[src/design/spd_pkg.sv]
// Shared constants and types for the sampling pipeline with power-down
package spd_pkg;

  // ****************************************
  // Code format
  // ****************************************
  localparam int          CODE_W    = 8;
  localparam logic [7:0]  CODE_ZERO = 8'h00;
  localparam logic [7:0]  CODE_ONES = 8'hff;
  localparam int          IN_W_DEF  = 12;

  // ****************************************
  // Timing
  // ****************************************
  localparam int          CLK_MHZ        = 50;
  localparam int          SETTLE_TIME_US = 1;
  localparam int          SETTLE_CYC     = SETTLE_TIME_US * CLK_MHZ;
  localparam int          CNT_W          = 6;
  localparam logic [5:0]  SETTLE_LOAD    = 6'(SETTLE_CYC);
  localparam logic [5:0]  CNT_ZERO       = 6'h00;

  // ****************************************
  // Power states
  // ****************************************
  typedef enum logic [2:0] {
    SPD_RUN    = 3'h1,
    SPD_SLEEP  = 3'h2,
    SPD_SETTLE = 3'h4
  } spd_state_t;

endpackage

[src/design/spd_converter.sv]
// Digital side of an 8-bit pipelined sampling converter with power-down
//
// Function
// - In-span input becomes an 8-bit straight binary code.
// - Input below bottom reference gives all-zero code.
// - Input above top reference gives all-ones code.
// - Sample on falling edge; code appears 2.5 cycles later.
// - Converts one sample per cycle while the request is low and the output buffer has room.
// - Low request input low means normal operation.
// - Request high powers down and holds the last converted code.
// - Codes invalid about 1 us after request falls; capturer discards them.
// - Stopped clock keeps the last code on the outputs.
// - One new word per cycle, changing after the rising edge.
`timescale 1ns/1ps
module spd_converter
  import spd_pkg::*;
#(
  parameter int IN_W = IN_W_DEF
) (
  input  wire logic            clk,
  input  wire logic            reset_n,
  input  wire logic [IN_W-1:0] sample_in,
  input  wire logic [IN_W-1:0] ref_bottom_level,
  input  wire logic [IN_W-1:0] ref_top_level,
  input  wire logic            low_power_request,
  output      logic [7:0]      code_out,
  output      logic            code_valid,
  output      logic            code_settled,
  input  wire logic            code_ready,
  output      logic            powered_down
);

  // ****************************************
  // Quantiser
  // ****************************************
  localparam int NUM_W = IN_W + CODE_W;

  function automatic logic [7:0] quantise(
    input logic [IN_W-1:0] v,
    input logic [IN_W-1:0] bot,
    input logic [IN_W-1:0] top
  );
    logic [NUM_W-1:0] num;
    logic [NUM_W-1:0] span;
    logic [NUM_W-1:0] q;
    num  = '0;
    span = '0;
    q    = '0;
    if (v <= bot) begin
      quantise = CODE_ZERO;
    end else if (v >= top) begin
      quantise = CODE_ONES;
    end else begin
      num      = NUM_W'(v - bot) * NUM_W'(CODE_ONES);
      span     = NUM_W'(top - bot);
      q        = num / span;
      quantise = q[7:0];
    end
  endfunction

  // ****************************************
  // Falling-edge capture
  // ****************************************
  logic [IN_W-1:0] smp_ff;
  logic [IN_W-1:0] nxt_smp;

  always_comb begin
    nxt_smp = sample_in;
  end

  always_ff @(negedge clk or negedge reset_n) begin
    if (!reset_n) begin
      smp_ff <= '0;
    end else begin
      smp_ff <= nxt_smp;
    end
  end

  // ****************************************
  // Power control
  // ****************************************
  spd_state_t st_ff;
  spd_state_t nxt_st;
  logic [CNT_W-1:0] cnt_ff;
  logic [CNT_W-1:0] nxt_cnt;
  logic             pd_ff;
  logic             nxt_pd;

  always_comb begin
    nxt_st  = st_ff;
    nxt_cnt = cnt_ff;
    case (st_ff)
      SPD_RUN: begin
        if (low_power_request) begin
          nxt_st = SPD_SLEEP;
        end
      end
      SPD_SLEEP: begin
        if (!low_power_request) begin
          nxt_st  = SPD_SETTLE;
          nxt_cnt = SETTLE_LOAD;
        end
      end
      SPD_SETTLE: begin
        if (low_power_request) begin
          nxt_st = SPD_SLEEP;
        end else if (cnt_ff == CNT_W'(1)) begin
          nxt_st  = SPD_RUN;
          nxt_cnt = CNT_ZERO;
        end else begin
          nxt_cnt = cnt_ff - CNT_W'(1);
        end
      end
      default: begin
        nxt_st  = SPD_RUN;
        nxt_cnt = CNT_ZERO;
      end
    endcase
    // Status output from its own flop, not a decode
    nxt_pd = (nxt_st == SPD_SLEEP);
  end

  always_ff @(posedge clk or negedge reset_n) begin
    if (!reset_n) begin
      st_ff  <= SPD_RUN;
      cnt_ff <= CNT_ZERO;
      pd_ff  <= 1'b0;
    end else begin
      st_ff  <= nxt_st;
      cnt_ff <= nxt_cnt;
      pd_ff  <= nxt_pd;
    end
  end

  assign powered_down = pd_ff;

  // ****************************************
  // Pipeline stages
  // ****************************************
  logic       buf_in_ready;
  logic       adv;
  logic       push;
  logic [7:0] code1_ff;
  logic [7:0] nxt_code1;
  logic [7:0] code2_ff;
  logic [7:0] nxt_code2;
  logic       v1_ff;
  logic       nxt_v1;
  logic       v2_ff;
  logic       nxt_v2;

  // run only while request is low
  // Back-pressure from the buffer stalls the pipe, so no word is lost
  assign adv  = !low_power_request && buf_in_ready;
  assign push = adv && v2_ff;

  always_comb begin
    nxt_code1 = code1_ff;
    nxt_code2 = code2_ff;
    nxt_v1    = v1_ff;
    nxt_v2    = v2_ff;
    if (adv) begin
      nxt_code1 = quantise(smp_ff, ref_bottom_level, ref_top_level);
      nxt_code2 = code1_ff;
      nxt_v1    = 1'b1;
      nxt_v2    = v1_ff;
    end
  end

  always_ff @(posedge clk or negedge reset_n) begin
    if (!reset_n) begin
      code1_ff <= CODE_ZERO;
      code2_ff <= CODE_ZERO;
      v1_ff    <= 1'b0;
      v2_ff    <= 1'b0;
    end else begin
      code1_ff <= nxt_code1;
      code2_ff <= nxt_code2;
      v1_ff    <= nxt_v1;
      v2_ff    <= nxt_v2;
    end
  end

  // ****************************************
  // Output buffer
  // ****************************************
  logic       word_settled;
  logic [8:0] out_word;

  assign word_settled = (st_ff == SPD_RUN);

  // third rising edge lands in the output register
  // outputs are flops, so a stopped clock holds them
  spd_skid_buf #(
    .W (9)
  ) u_buf (
    .clk       (clk),
    .reset_n   (reset_n),
    .in_valid  (push),
    .in_ready  (buf_in_ready),
    .in_data   ({word_settled, code2_ff}),
    .out_valid (code_valid),
    .out_ready (code_ready),
    .out_data  (out_word)
  );

  assign code_out     = out_word[7:0];
  assign code_settled = out_word[8];
endmodule

[src/design/spd_skid_buf.sv]
// Two-entry skid buffer between the converter pipeline and the capturing logic
`timescale 1ns/1ps
module spd_skid_buf #(
  parameter int W = 9
) (
  input  wire logic         clk,
  input  wire logic         reset_n,
  input  wire logic         in_valid,
  output      logic         in_ready,
  input  wire logic [W-1:0] in_data,
  output      logic         out_valid,
  input  wire logic         out_ready,
  output      logic [W-1:0] out_data
);

  // ****************************************
  // Storage
  // ****************************************
  logic         out_v_ff;
  logic         nxt_out_v;
  logic [W-1:0] out_d_ff;
  logic [W-1:0] nxt_out_d;
  logic         sk_v_ff;
  logic         nxt_sk_v;
  logic [W-1:0] sk_d_ff;
  logic [W-1:0] nxt_sk_d;

  // Ready depends only on the skid slot, so it never loops back from out_ready
  assign in_ready  = !sk_v_ff;
  assign out_valid = out_v_ff;
  assign out_data  = out_d_ff;

  always_comb begin
    nxt_out_v = out_v_ff;
    nxt_out_d = out_d_ff;
    nxt_sk_v  = sk_v_ff;
    nxt_sk_d  = sk_d_ff;
    if (out_v_ff && out_ready) begin
      if (sk_v_ff) begin
        nxt_out_d = sk_d_ff;
        nxt_sk_v  = 1'b0;
      end else begin
        nxt_out_v = 1'b0;
      end
    end
    if (in_valid && !sk_v_ff) begin
      if (!nxt_out_v) begin
        nxt_out_v = 1'b1;
        nxt_out_d = in_data;
      end else begin
        nxt_sk_v = 1'b1;
        nxt_sk_d = in_data;
      end
    end
  end

  always_ff @(posedge clk or negedge reset_n) begin
    if (!reset_n) begin
      out_v_ff <= 1'b0;
      out_d_ff <= '0;
      sk_v_ff  <= 1'b0;
      sk_d_ff  <= '0;
    end else begin
      out_v_ff <= nxt_out_v;
      out_d_ff <= nxt_out_d;
      sk_v_ff  <= nxt_sk_v;
      sk_d_ff  <= nxt_sk_d;
    end
  end
endmodule

[config.mk]
export PLATFORM = sky130hd
export DESIGN_NAME = spd_converter
export DESIGN_NICKNAME = d
export VERILOG_FILES = /design/src/design/spd_pkg.sv /design/src/design/spd_converter.sv /design/src/design/spd_skid_buf.sv
export SDC_FILE = /design/constraint.sdc
export NUM_CORES = 1
export LEC_CHECK = 0
export BUFFER_PORTS_ARGS = -buffer_cell sky130_fd_sc_hd__buf_2
export CORE_MARGIN = 1
export CORE_UTILIZATION = 35
export DETAILED_ROUTE_END_ITERATION = 10
export GPL_TIMING_DRIVEN = 1
export PLACE_DENSITY = 0.53
export RECOVER_POWER = 50
export SLEW_MARGIN = 20
export SYNTH_ARGS = -nofsm -noshare
export SYNTH_HDL_FRONTEND = slang
export SYNTH_SLANG_ARGS = --single-unit
[constraint.sdc]
create_clock -name clk -period 56.1 [get_ports clk]
set_clock_uncertainty 0.2 [all_clocks]
set_input_delay 11.22 -clock clk [delete_from_list [all_inputs] [get_ports clk]]
set_output_delay 11.22 -clock clk [all_outputs]
set_load 0.005 [all_outputs]
==> flow_summary.json, run 1 <==
{
  "num-fill-cells": 4321,
  "root_buffer": "clkbuf_16",
  "worst_hold_path_class": "flop to flop",
  "status": "finished, violations left",
  "fin_setup_tns_ns": -36.66,
  "critical_path_peak_fanout": 8,
  "dp.cells": 3699,
  "worst_max_slew_pin_slew_ns": 3.28,
  "slowest_stage": "dfrtn_1",
  "routed_wirelength_um": 71100,
  "dpl_cell_area_um2": 24900,
  "die_width_um": 224,
  "max-clock-path-buffers": 2,
  "clock_insertion_delay_worst_skew_ns": 0.34,
  "netlist_area_um2": 17300,
  "avgSynthCellArea_um2": 7.69,
  "synth_ff_type": "dfrtp_1",
  "critical_path_arrival_ns": 67.18,
  "number_of_flops_mapped_to_enable_cells_by_yosys": 0,
  "grtUsageTotal_pct": 27.1,
  "cts_buffers": 9,
  "numClockSinks": 60,
  "met3_usage_pct": 2.01,
  "worst_slew_margin_rel_pct": -119,
  "synth_sequential_area_ratio_pct": 8.68,
  "placement.io_buffers": 50,
  "first_global_vias": 21500,
  "grt_use_met2_pct": 48.5,
  "die_h_um": 224,
  "postLayoutSetupSlackWorst_ns": -11.11,
  "post_cts_hold_buffer_count": 0,
  "synth-seq-cells": 60,
  "detailroute.via_count": 21300,
  "route.detailed.vias_per_inst": 5.39,
  "pin_count_of_the_biggest_net_entering_global_routing": 61,
  "core-area_um2": 48800,
  "antenna_violating_nets_post_route": 0,
  "cts.clk_slew.worst_paths_ns": 0.05,
  "finish.instance_area_um2": 29200,
  "finalNonFillerCells": 3961,
  "timing.final.max_slew_violations": 61,
  "nets": 3675,
  "startpoint_type": "flop",
  "crit_top_cell": "buf_4",
  "share_of_the_synthesized_area_in_the_top_cell_type_pct": 20.9,
  "finalHoldViolations": 0,
  "timing.max_cap.violations": 1,
  "synth_top_area_cell": "ha_1",
  "asyncSetResetFlopFracSynth_pct": 100,
  "overflow": 0,
  "antenna_found_initial": 0,
  "post-route-util_pct": 59.7,
  "synth_most_common_cell": "ha_1",
  "layout-drive-gt1-share_pct": 47.4,
  "last_weighted_congestion_value_of_the_routability_driven_placer": 0.946,
  "critPathMaxStageDelay_ns": 0.54,
  "drc_errors": 0,
  "timing.critical_path.to_type": "flop",
  "drt_pre_antenna_iters": 5,
  "fp-row-count": 81,
  "global_route.usage.met1_pct": 34.7,
  "synth_commonest_cells": "289 x ha_1, 194 x inv_1, 183 x nor2_1, 180 x nand2_1, 155 x a21oi_1",
  "synth_fp_nets": 2635,
  "drt-wirelength-per-cell_um": 18.0,
  "critical_path_type": "flop to flop",
  "floorplan.die_area_um2": 50400,
  "synth.lib_cells_used.distinct": 102,
  "detailed_place_hpwl_um": 53000,
  "top_usage_layer": "met2",
  "synthesis.yosys.warnings": 0,
  "initial_core_util_pct": 35.4,
  "cts_htree_levels": 3,
  "drt_iter0_markers": 1164,
  "io_count": 51,
  "failed_checks": "capacitance limit, slew limit, setup timing",
  "grt_setup_unrepaired": "yes",
  "setup-violations-final": 6,
  "largest_cells_by_area_after_synthesis": "ha_1 21%, dfrtp_1 6.8%, fa_1 6.4%",
  "cts_tree": "done",
  "netlist_instances": 2251,
  "crit_required_ns": 56.08,
  "grt_first_pass_wirelength_um": 111000,
  "area_growth_syn_to_layout_pct": 68.5
}
==> stage by stage <==
step / hold slack [ns] / worst slack (ns)
after floorplan: 0.230 / -11.08
after global placement: 0.248 / -12.45
after detailed placement: 0.264 / -13.12
after CTS: 0.272 / -10.10
after global routing: 0.290 / -12.73
final: 0.270 / -11.11
==> state kept, by name (all words and copies together), names as in the netlist, 3 cells and up <==
register	flops
u_buf.out_data	9
st_ff	3
u_buf.sk_d_ff	9
code2_ff	8
code1_ff	8
smp_ff	12
cnt_ff	6
==> critical path: cells and delay by family, from the launching register on <==
kind | cells | cell delay [ns]
AO/OA/AOI/OAI | 100 | 18.28
adder cells (fa/ha/maj) | 26 | 7.73
AND/OR/NAND/NOR | 41 | 6.58
buffers and inverters | 29 | 3.83
multiplexers | 5 | 1.32
flip-flops | 1 | 0.54
XOR/XNOR | 2 | 0.44
==> area by class of cell <==
class | instances | area (um^2) | share of cell area [%]
clock inverters | 7 | 66.3 | 0.227
repair buffers | 1078 | 8210 | 28.1
multi-input cells | 1947 | 17600 | 60.3
inverters | 195 | 734 | 2.52
clock buffers | 9 | 225 | 0.772
diodes | 1 | 2.50 | 0.00858
well taps | 664 | 831 | 2.85
flip-flops and latches | 60 | 1500 | 5.15
==> cell usage in the layout, fill, tap and decap left out, types with 70 or more instances in the layout <==
| cell type | instances |
|---|---|
| xnor2_1 | 74 |
| a21o_1 | 76 |
| nand2_1 | 166 |
| inv_1 | 180 |
| buf_4 | 973 |
| o21a_1 | 70 |
| a21oi_1 | 106 |
| nor3_1 | 75 |
| ha_1 | 225 |
| nor2_1 | 155 |
==> metal layers <==
metal  part of all wire [%]  vias up
met5                      0        -
met4                    3.2        0
met3                    4.3      148
met2                     49      591
met1                     43    10300
li1                       -    10300
==> cell families after synthesis <==
family                   synth area share [%]
multiplexers                             5.30
buffers and inverters                    5.36
AO/OA/AOI/OAI                            26.8
XOR/XNOR                                 7.07
flip-flops                               8.68
adder cells (fa/ha/maj)                  27.3
AND/OR/NAND/NOR                          19.5
==> path summary, 6_finish.rpt <==
check                      startpoint  slack [ns]  depth (start not counted)                end
hold / removal                  v1_ff        0.27                          2              v2_ff
setup / recovery            smp_ff[2]      -11.11                        203        code1_ff[0]
setup reg to reg            smp_ff[2]      -11.11                        203        code1_ff[0]
hold reg to reg                 v1_ff        0.27                          2              v2_ff
min in group asynchronous     reset_n       11.88                          2  u_buf.out_data[0]
max in group asynchronous     reset_n       14.06                          2          smp_ff[9]
==> repair_timing <==
action | CTS | global route
endpoints found under the setup margin | 7 | 7
cloned | 1 | 0
gates resized for setup | 257 | 165
buffers inserted | 198 | 56
pin swaps | 186 | 118
Power of run 1 is not shown: default switching activity piles up to over one toggle a cycle in this logic, so the estimate is an artifact.
==> inputs of run 2 (changes only) <==
--- a/config.mk
+++ b/config.mk
@@ -7,10 +7,11 @@
 export LEC_CHECK = 0
 export BUFFER_PORTS_ARGS = -buffer_cell sky130_fd_sc_hd__buf_2
 export CORE_MARGIN = 1
-export CORE_UTILIZATION = 35
+export CORE_UTILIZATION = 60
+export CTS_CLUSTER_DIAMETER = 120
 export DETAILED_ROUTE_END_ITERATION = 10
 export GPL_TIMING_DRIVEN = 1
-export PLACE_DENSITY = 0.53
+export PLACE_DENSITY = 0.8
 export RECOVER_POWER = 50
 export SLEW_MARGIN = 20
 export SYNTH_ARGS = -nofsm -noshare
==> constraint.sdc (replaced) <==
create_clock -name clk -period 66.5 [get_ports clk]
set_clock_uncertainty 0.2 [all_clocks]
set_input_delay 13.3 -clock clk [delete_from_list [all_inputs] [get_ports clk]]
set_output_delay 13.3 -clock clk [all_outputs]
set_load 0.005 [all_outputs]
==> run 2 against run 1 <==
Net effect:
- the flow now stops in 5_1_grt
- synthesized area did not move
- synthesized cell count stayed put
==> flow_summary.json, run 2 <==
{
  "status": "aborted with a tool error",
  "failing_step": "5_1_grt",
  "run.stop_error": "[ERROR GRT-0116] Global routing finished with congestion. Check the congestion regions in the DRC Viewer.",
  "cts_buffers": 9,
  "pin_count_of_the_biggest_net_entering_global_routing": 61,
  "synth_sequential_area_ratio_pct": 8.68,
  "first_global_vias": 33400,
  "post_cts_hold_buffer_count": 0,
  "synth_most_common_cell": "ha_1",
  "dp.cells": 3338,
  "max-clock-path-buffers": 2,
  "synth_commonest_cells": "289 x ha_1, 194 x inv_1, 183 x nor2_1, 180 x nand2_1, 155 x a21oi_1",
  "netlist_area_um2": 17300,
  "synth_top_area_cell": "ha_1",
  "grt_first_pass_wirelength_um": 213000,
  "synth_fp_nets": 2635,
  "synth-seq-cells": 60,
  "die_h_um": 172,
  "largest_cells_by_area_after_synthesis": "ha_1 21%, dfrtp_1 6.8%, fa_1 6.4%",
  "avgSynthCellArea_um2": 7.69,
  "synth_ff_type": "dfrtp_1",
  "placement.io_buffers": 50,
  "synthesis.yosys.warnings": 0,
  "grtUsageTotal_pct": 94.0,
  "last_weighted_congestion_value_of_the_routability_driven_placer": 1.07,
  "root_buffer": "clkbuf_16",
  "cts_htree_levels": 3,
  "share_of_the_synthesized_area_in_the_top_cell_type_pct": 20.9,
  "dpl_cell_area_um2": 24000,
  "fp-row-count": 61,
  "netlist_instances": 2251,
  "io_count": 51,
  "asyncSetResetFlopFracSynth_pct": 100,
  "numClockSinks": 60,
  "number_of_flops_mapped_to_enable_cells_by_yosys": 0,
  "synth.lib_cells_used.distinct": 102,
  "detailed_place_hpwl_um": 54900,
  "initial_core_util_pct": 61.6,
  "overflow": 1185,
  "die_width_um": 172
}
## run 2: cell families after synthesis
| group | count (synthesis) | share of synthesized area, % |
|---|---|---|
| multiplexers | 85 | 5.30 |
| flip-flops | 60 | 8.68 |
| adder cells (fa/ha/maj) | 345 | 27.3 |
| buffers and inverters | 244 | 5.36 |
| AND/OR/NAND/NOR | 700 | 19.5 |
| AO/OA/AOI/OAI | 678 | 26.8 |
| XOR/XNOR | 139 | 7.07 |
## run 2: layer usage
| metal | global-route usage, % | GRT overflow |
|---|---|---|
| met3 | 79.9 | 36 |
| met4 | 102 | 299 |
| met2 | 113 | 823 |
| met5 | 58.4 | 2 |
| met1 | 87.0 | 25 |
## run 2: timing repair
action | in CTS
endpoints found under the setup margin | 4
gates cloned | 4
hold endpoints to repair | 0
pin swaps | 191
buffers inserted | 194
resized for setup | 299
## run 2: per-stage QoR
stage               setup TNS, ns  setup slack (ns)
global placement           -12.77             -6.33
CTS                         -9.38             -4.92
detailed placement         -17.95             -7.76
floorplan                  -10.99             -5.88
==> inputs of run 3 (changes only) <==
--- a/config.mk
+++ b/config.mk
@@ -7,11 +7,10 @@
 export LEC_CHECK = 0
 export BUFFER_PORTS_ARGS = -buffer_cell sky130_fd_sc_hd__buf_2
 export CORE_MARGIN = 1
-export CORE_UTILIZATION = 60
-export CTS_CLUSTER_DIAMETER = 120
+export CORE_UTILIZATION = 40
 export DETAILED_ROUTE_END_ITERATION = 10
 export GPL_TIMING_DRIVEN = 1
-export PLACE_DENSITY = 0.8
+export PLACE_DENSITY_LB_ADDON = 0.15
 export RECOVER_POWER = 50
 export SLEW_MARGIN = 20
 export SYNTH_ARGS = -nofsm -noshare
==> run 3 against run 2 <==
Net effect:
- the flow now finishes, with violations (capacitance limit, slew limit, setup timing)
==> flow_summary.json, run 3 (synthesized netlist as in run 1, its figures left out) <==
{
  "status": "finished, violations left",
  "failed_checks": "capacitance limit, slew limit, setup timing",
  "timing.max_cap.violations": 1,
  "setup-violations-final": 3,
  "last_weighted_congestion_value_of_the_routability_driven_placer": 0.930,
  "grt_first_pass_wirelength_um": 108000,
  "overflow": 0,
  "startpoint_type": "flop",
  "worst_slew_margin_rel_pct": -117,
  "slowest_stage": "fa_1",
  "routed_wirelength_um": 69500,
  "top_usage_layer": "met2",
  "io_count": 51,
  "critical_path_arrival_ns": 72.18,
  "critPathMaxStageDelay_ns": 0.53,
  "clock_insertion_delay_worst_skew_ns": 0.33,
  "crit_required_ns": 66.48,
  "fp-row-count": 75,
  "drt-wirelength-per-cell_um": 18.2,
  "post_cts_hold_buffer_count": 0,
  "core-area_um2": 42300,
  "pin_count_of_the_biggest_net_entering_global_routing": 61,
  "grt_use_met2_pct": 53.0,
  "initial_core_util_pct": 40.9,
  "top_register": "smp_ff",
  "critical_path_type": "flop to flop",
  "route.detailed.vias_per_inst": 5.54,
  "max-clock-path-buffers": 2,
  "detailroute.via_count": 21200,
  "mostFrequentLayoutCells": "926 x buf_4, 221 x ha_1, 183 x inv_1, 165 x nand2_1, 154 x nor2_1",
  "num-fill-cells": 3386,
  "cts_buffers": 9,
  "global_route.usage.met1_pct": 38.7,
  "antenna_violating_nets_post_route": 0,
  "met3_usage_pct": 3.68,
  "worst_hold_path_class": "flop to flop",
  "critical_path_peak_fanout": 7,
  "die_h_um": 210,
  "drt_pre_antenna_iters": 5,
  "finalHoldViolations": 0,
  "cts_tree": "done",
  "crit_top_cell": "a21o_1",
  "numClockSinks": 60,
  "detailed_place_hpwl_um": 51500,
  "grtUsageTotal_pct": 30.5,
  "placement.io_buffers": 50,
  "cts.clk_slew.worst_paths_ns": 0.05,
  "worst_max_slew_pin_slew_ns": 3.25,
  "postLayoutSetupSlackWorst_ns": -5.71,
  "root_buffer": "clkbuf_16",
  "floorplan.die_area_um2": 44100,
  "drt_iter0_markers": 1288,
  "antenna_found_initial": 1,
  "grt_setup_unrepaired": "yes",
  "largest_register_ff_count": 12,
  "drc_errors": 0,
  "first_global_vias": 21300,
  "timing.critical_path.to_type": "flop",
  "final_common_cell": "buf_4",
  "layout-drive-gt1-share_pct": 47.0,
  "nets": 3629,
  "die_width_um": 210,
  "timing.final.max_slew_violations": 61,
  "finalHoldWorstSlack_ns": 0.271,
  "area_growth_syn_to_layout_pct": 65.9,
  "cts_htree_levels": 3
}
run 3: final cells by class:
type / count / area (um^2) / area share, %
Antenna cell: 1 / 2.50 / 0.00871
Clock buffer: 9 / 225 / 0.784
Clock inverter: 7 / 91.3 / 0.318
Inverter: 195 / 734 / 2.56
Multi-Input combinational cell: 1949 / 17600 / 61.2
Sequential cell: 60 / 1500 / 5.23
Tap cell: 577 / 722 / 2.51
Timing Repair Buffer: 1030 / 7870 / 27.4
run 3: path summary, 6_finish.rpt:
check,cells past startpoint,from,endpoint,slack (ns)
setup / recovery,214,smp_ff[0],code1_ff[0],-5.71
hold / removal,2,code1_ff[1],code2_ff[1],0.27
setup reg to reg,214,smp_ff[0],code1_ff[0],-5.71
hold reg to reg,2,code1_ff[1],code2_ff[1],0.27
max in group asynchronous,2,reset_n,smp_ff[0],17.20
min in group asynchronous,2,reset_n,st_ff[1],13.97
run 3: what timing repair did:
item / in CTS / in global routing
resized for setup: 305 / 113
gates cloned: 3 / 0
setup buffers: 177 / 53
hold endpoints to repair: 0 / 0
pin swaps: 228 / 104
endpoints found under the setup margin: 4 / 4
run 3: layer usage:
layer	share of wire (%)	wire length (um)
met1	43	30000
met2	48	33300
met3	5.1	3530
met4	3.8	2670
met5	0	0
run 3: through the flow:
| step | TNS [ns] | instances | cell area (um^2) | utilization, % | worst slack [ns] |
|---|---|---|---|---|---|
| finish | -11.76 | 3828 | 28700 | 67.9 | -5.71 |
| global route | -17.25 | 3828 | 28700 | 67.9 | -7.37 |
| CTS | -9.11 | 3774 | 27700 | 65.5 | -4.79 |
| detailed placement | -18.63 | 3580 | 24500 | 58.0 | -7.87 |
| global placement | -16.45 | 3580 | 24500 | 58.0 | -7.27 |
| floorplan | -10.99 | 2251 | 18200 | - | -5.88 |
run 3: critical path, delay by kind of cell (launching register included):
kind	cells	cell delay, ns
compound gates	91	16.62
simple gates	59	8.44
fa+ha+maj	27	7.67
buf+inv	32	4.16
mux	3	0.85
xor+xnor	2	0.42
flops	1	0.40
Power of run 3 is left out for the same reason.
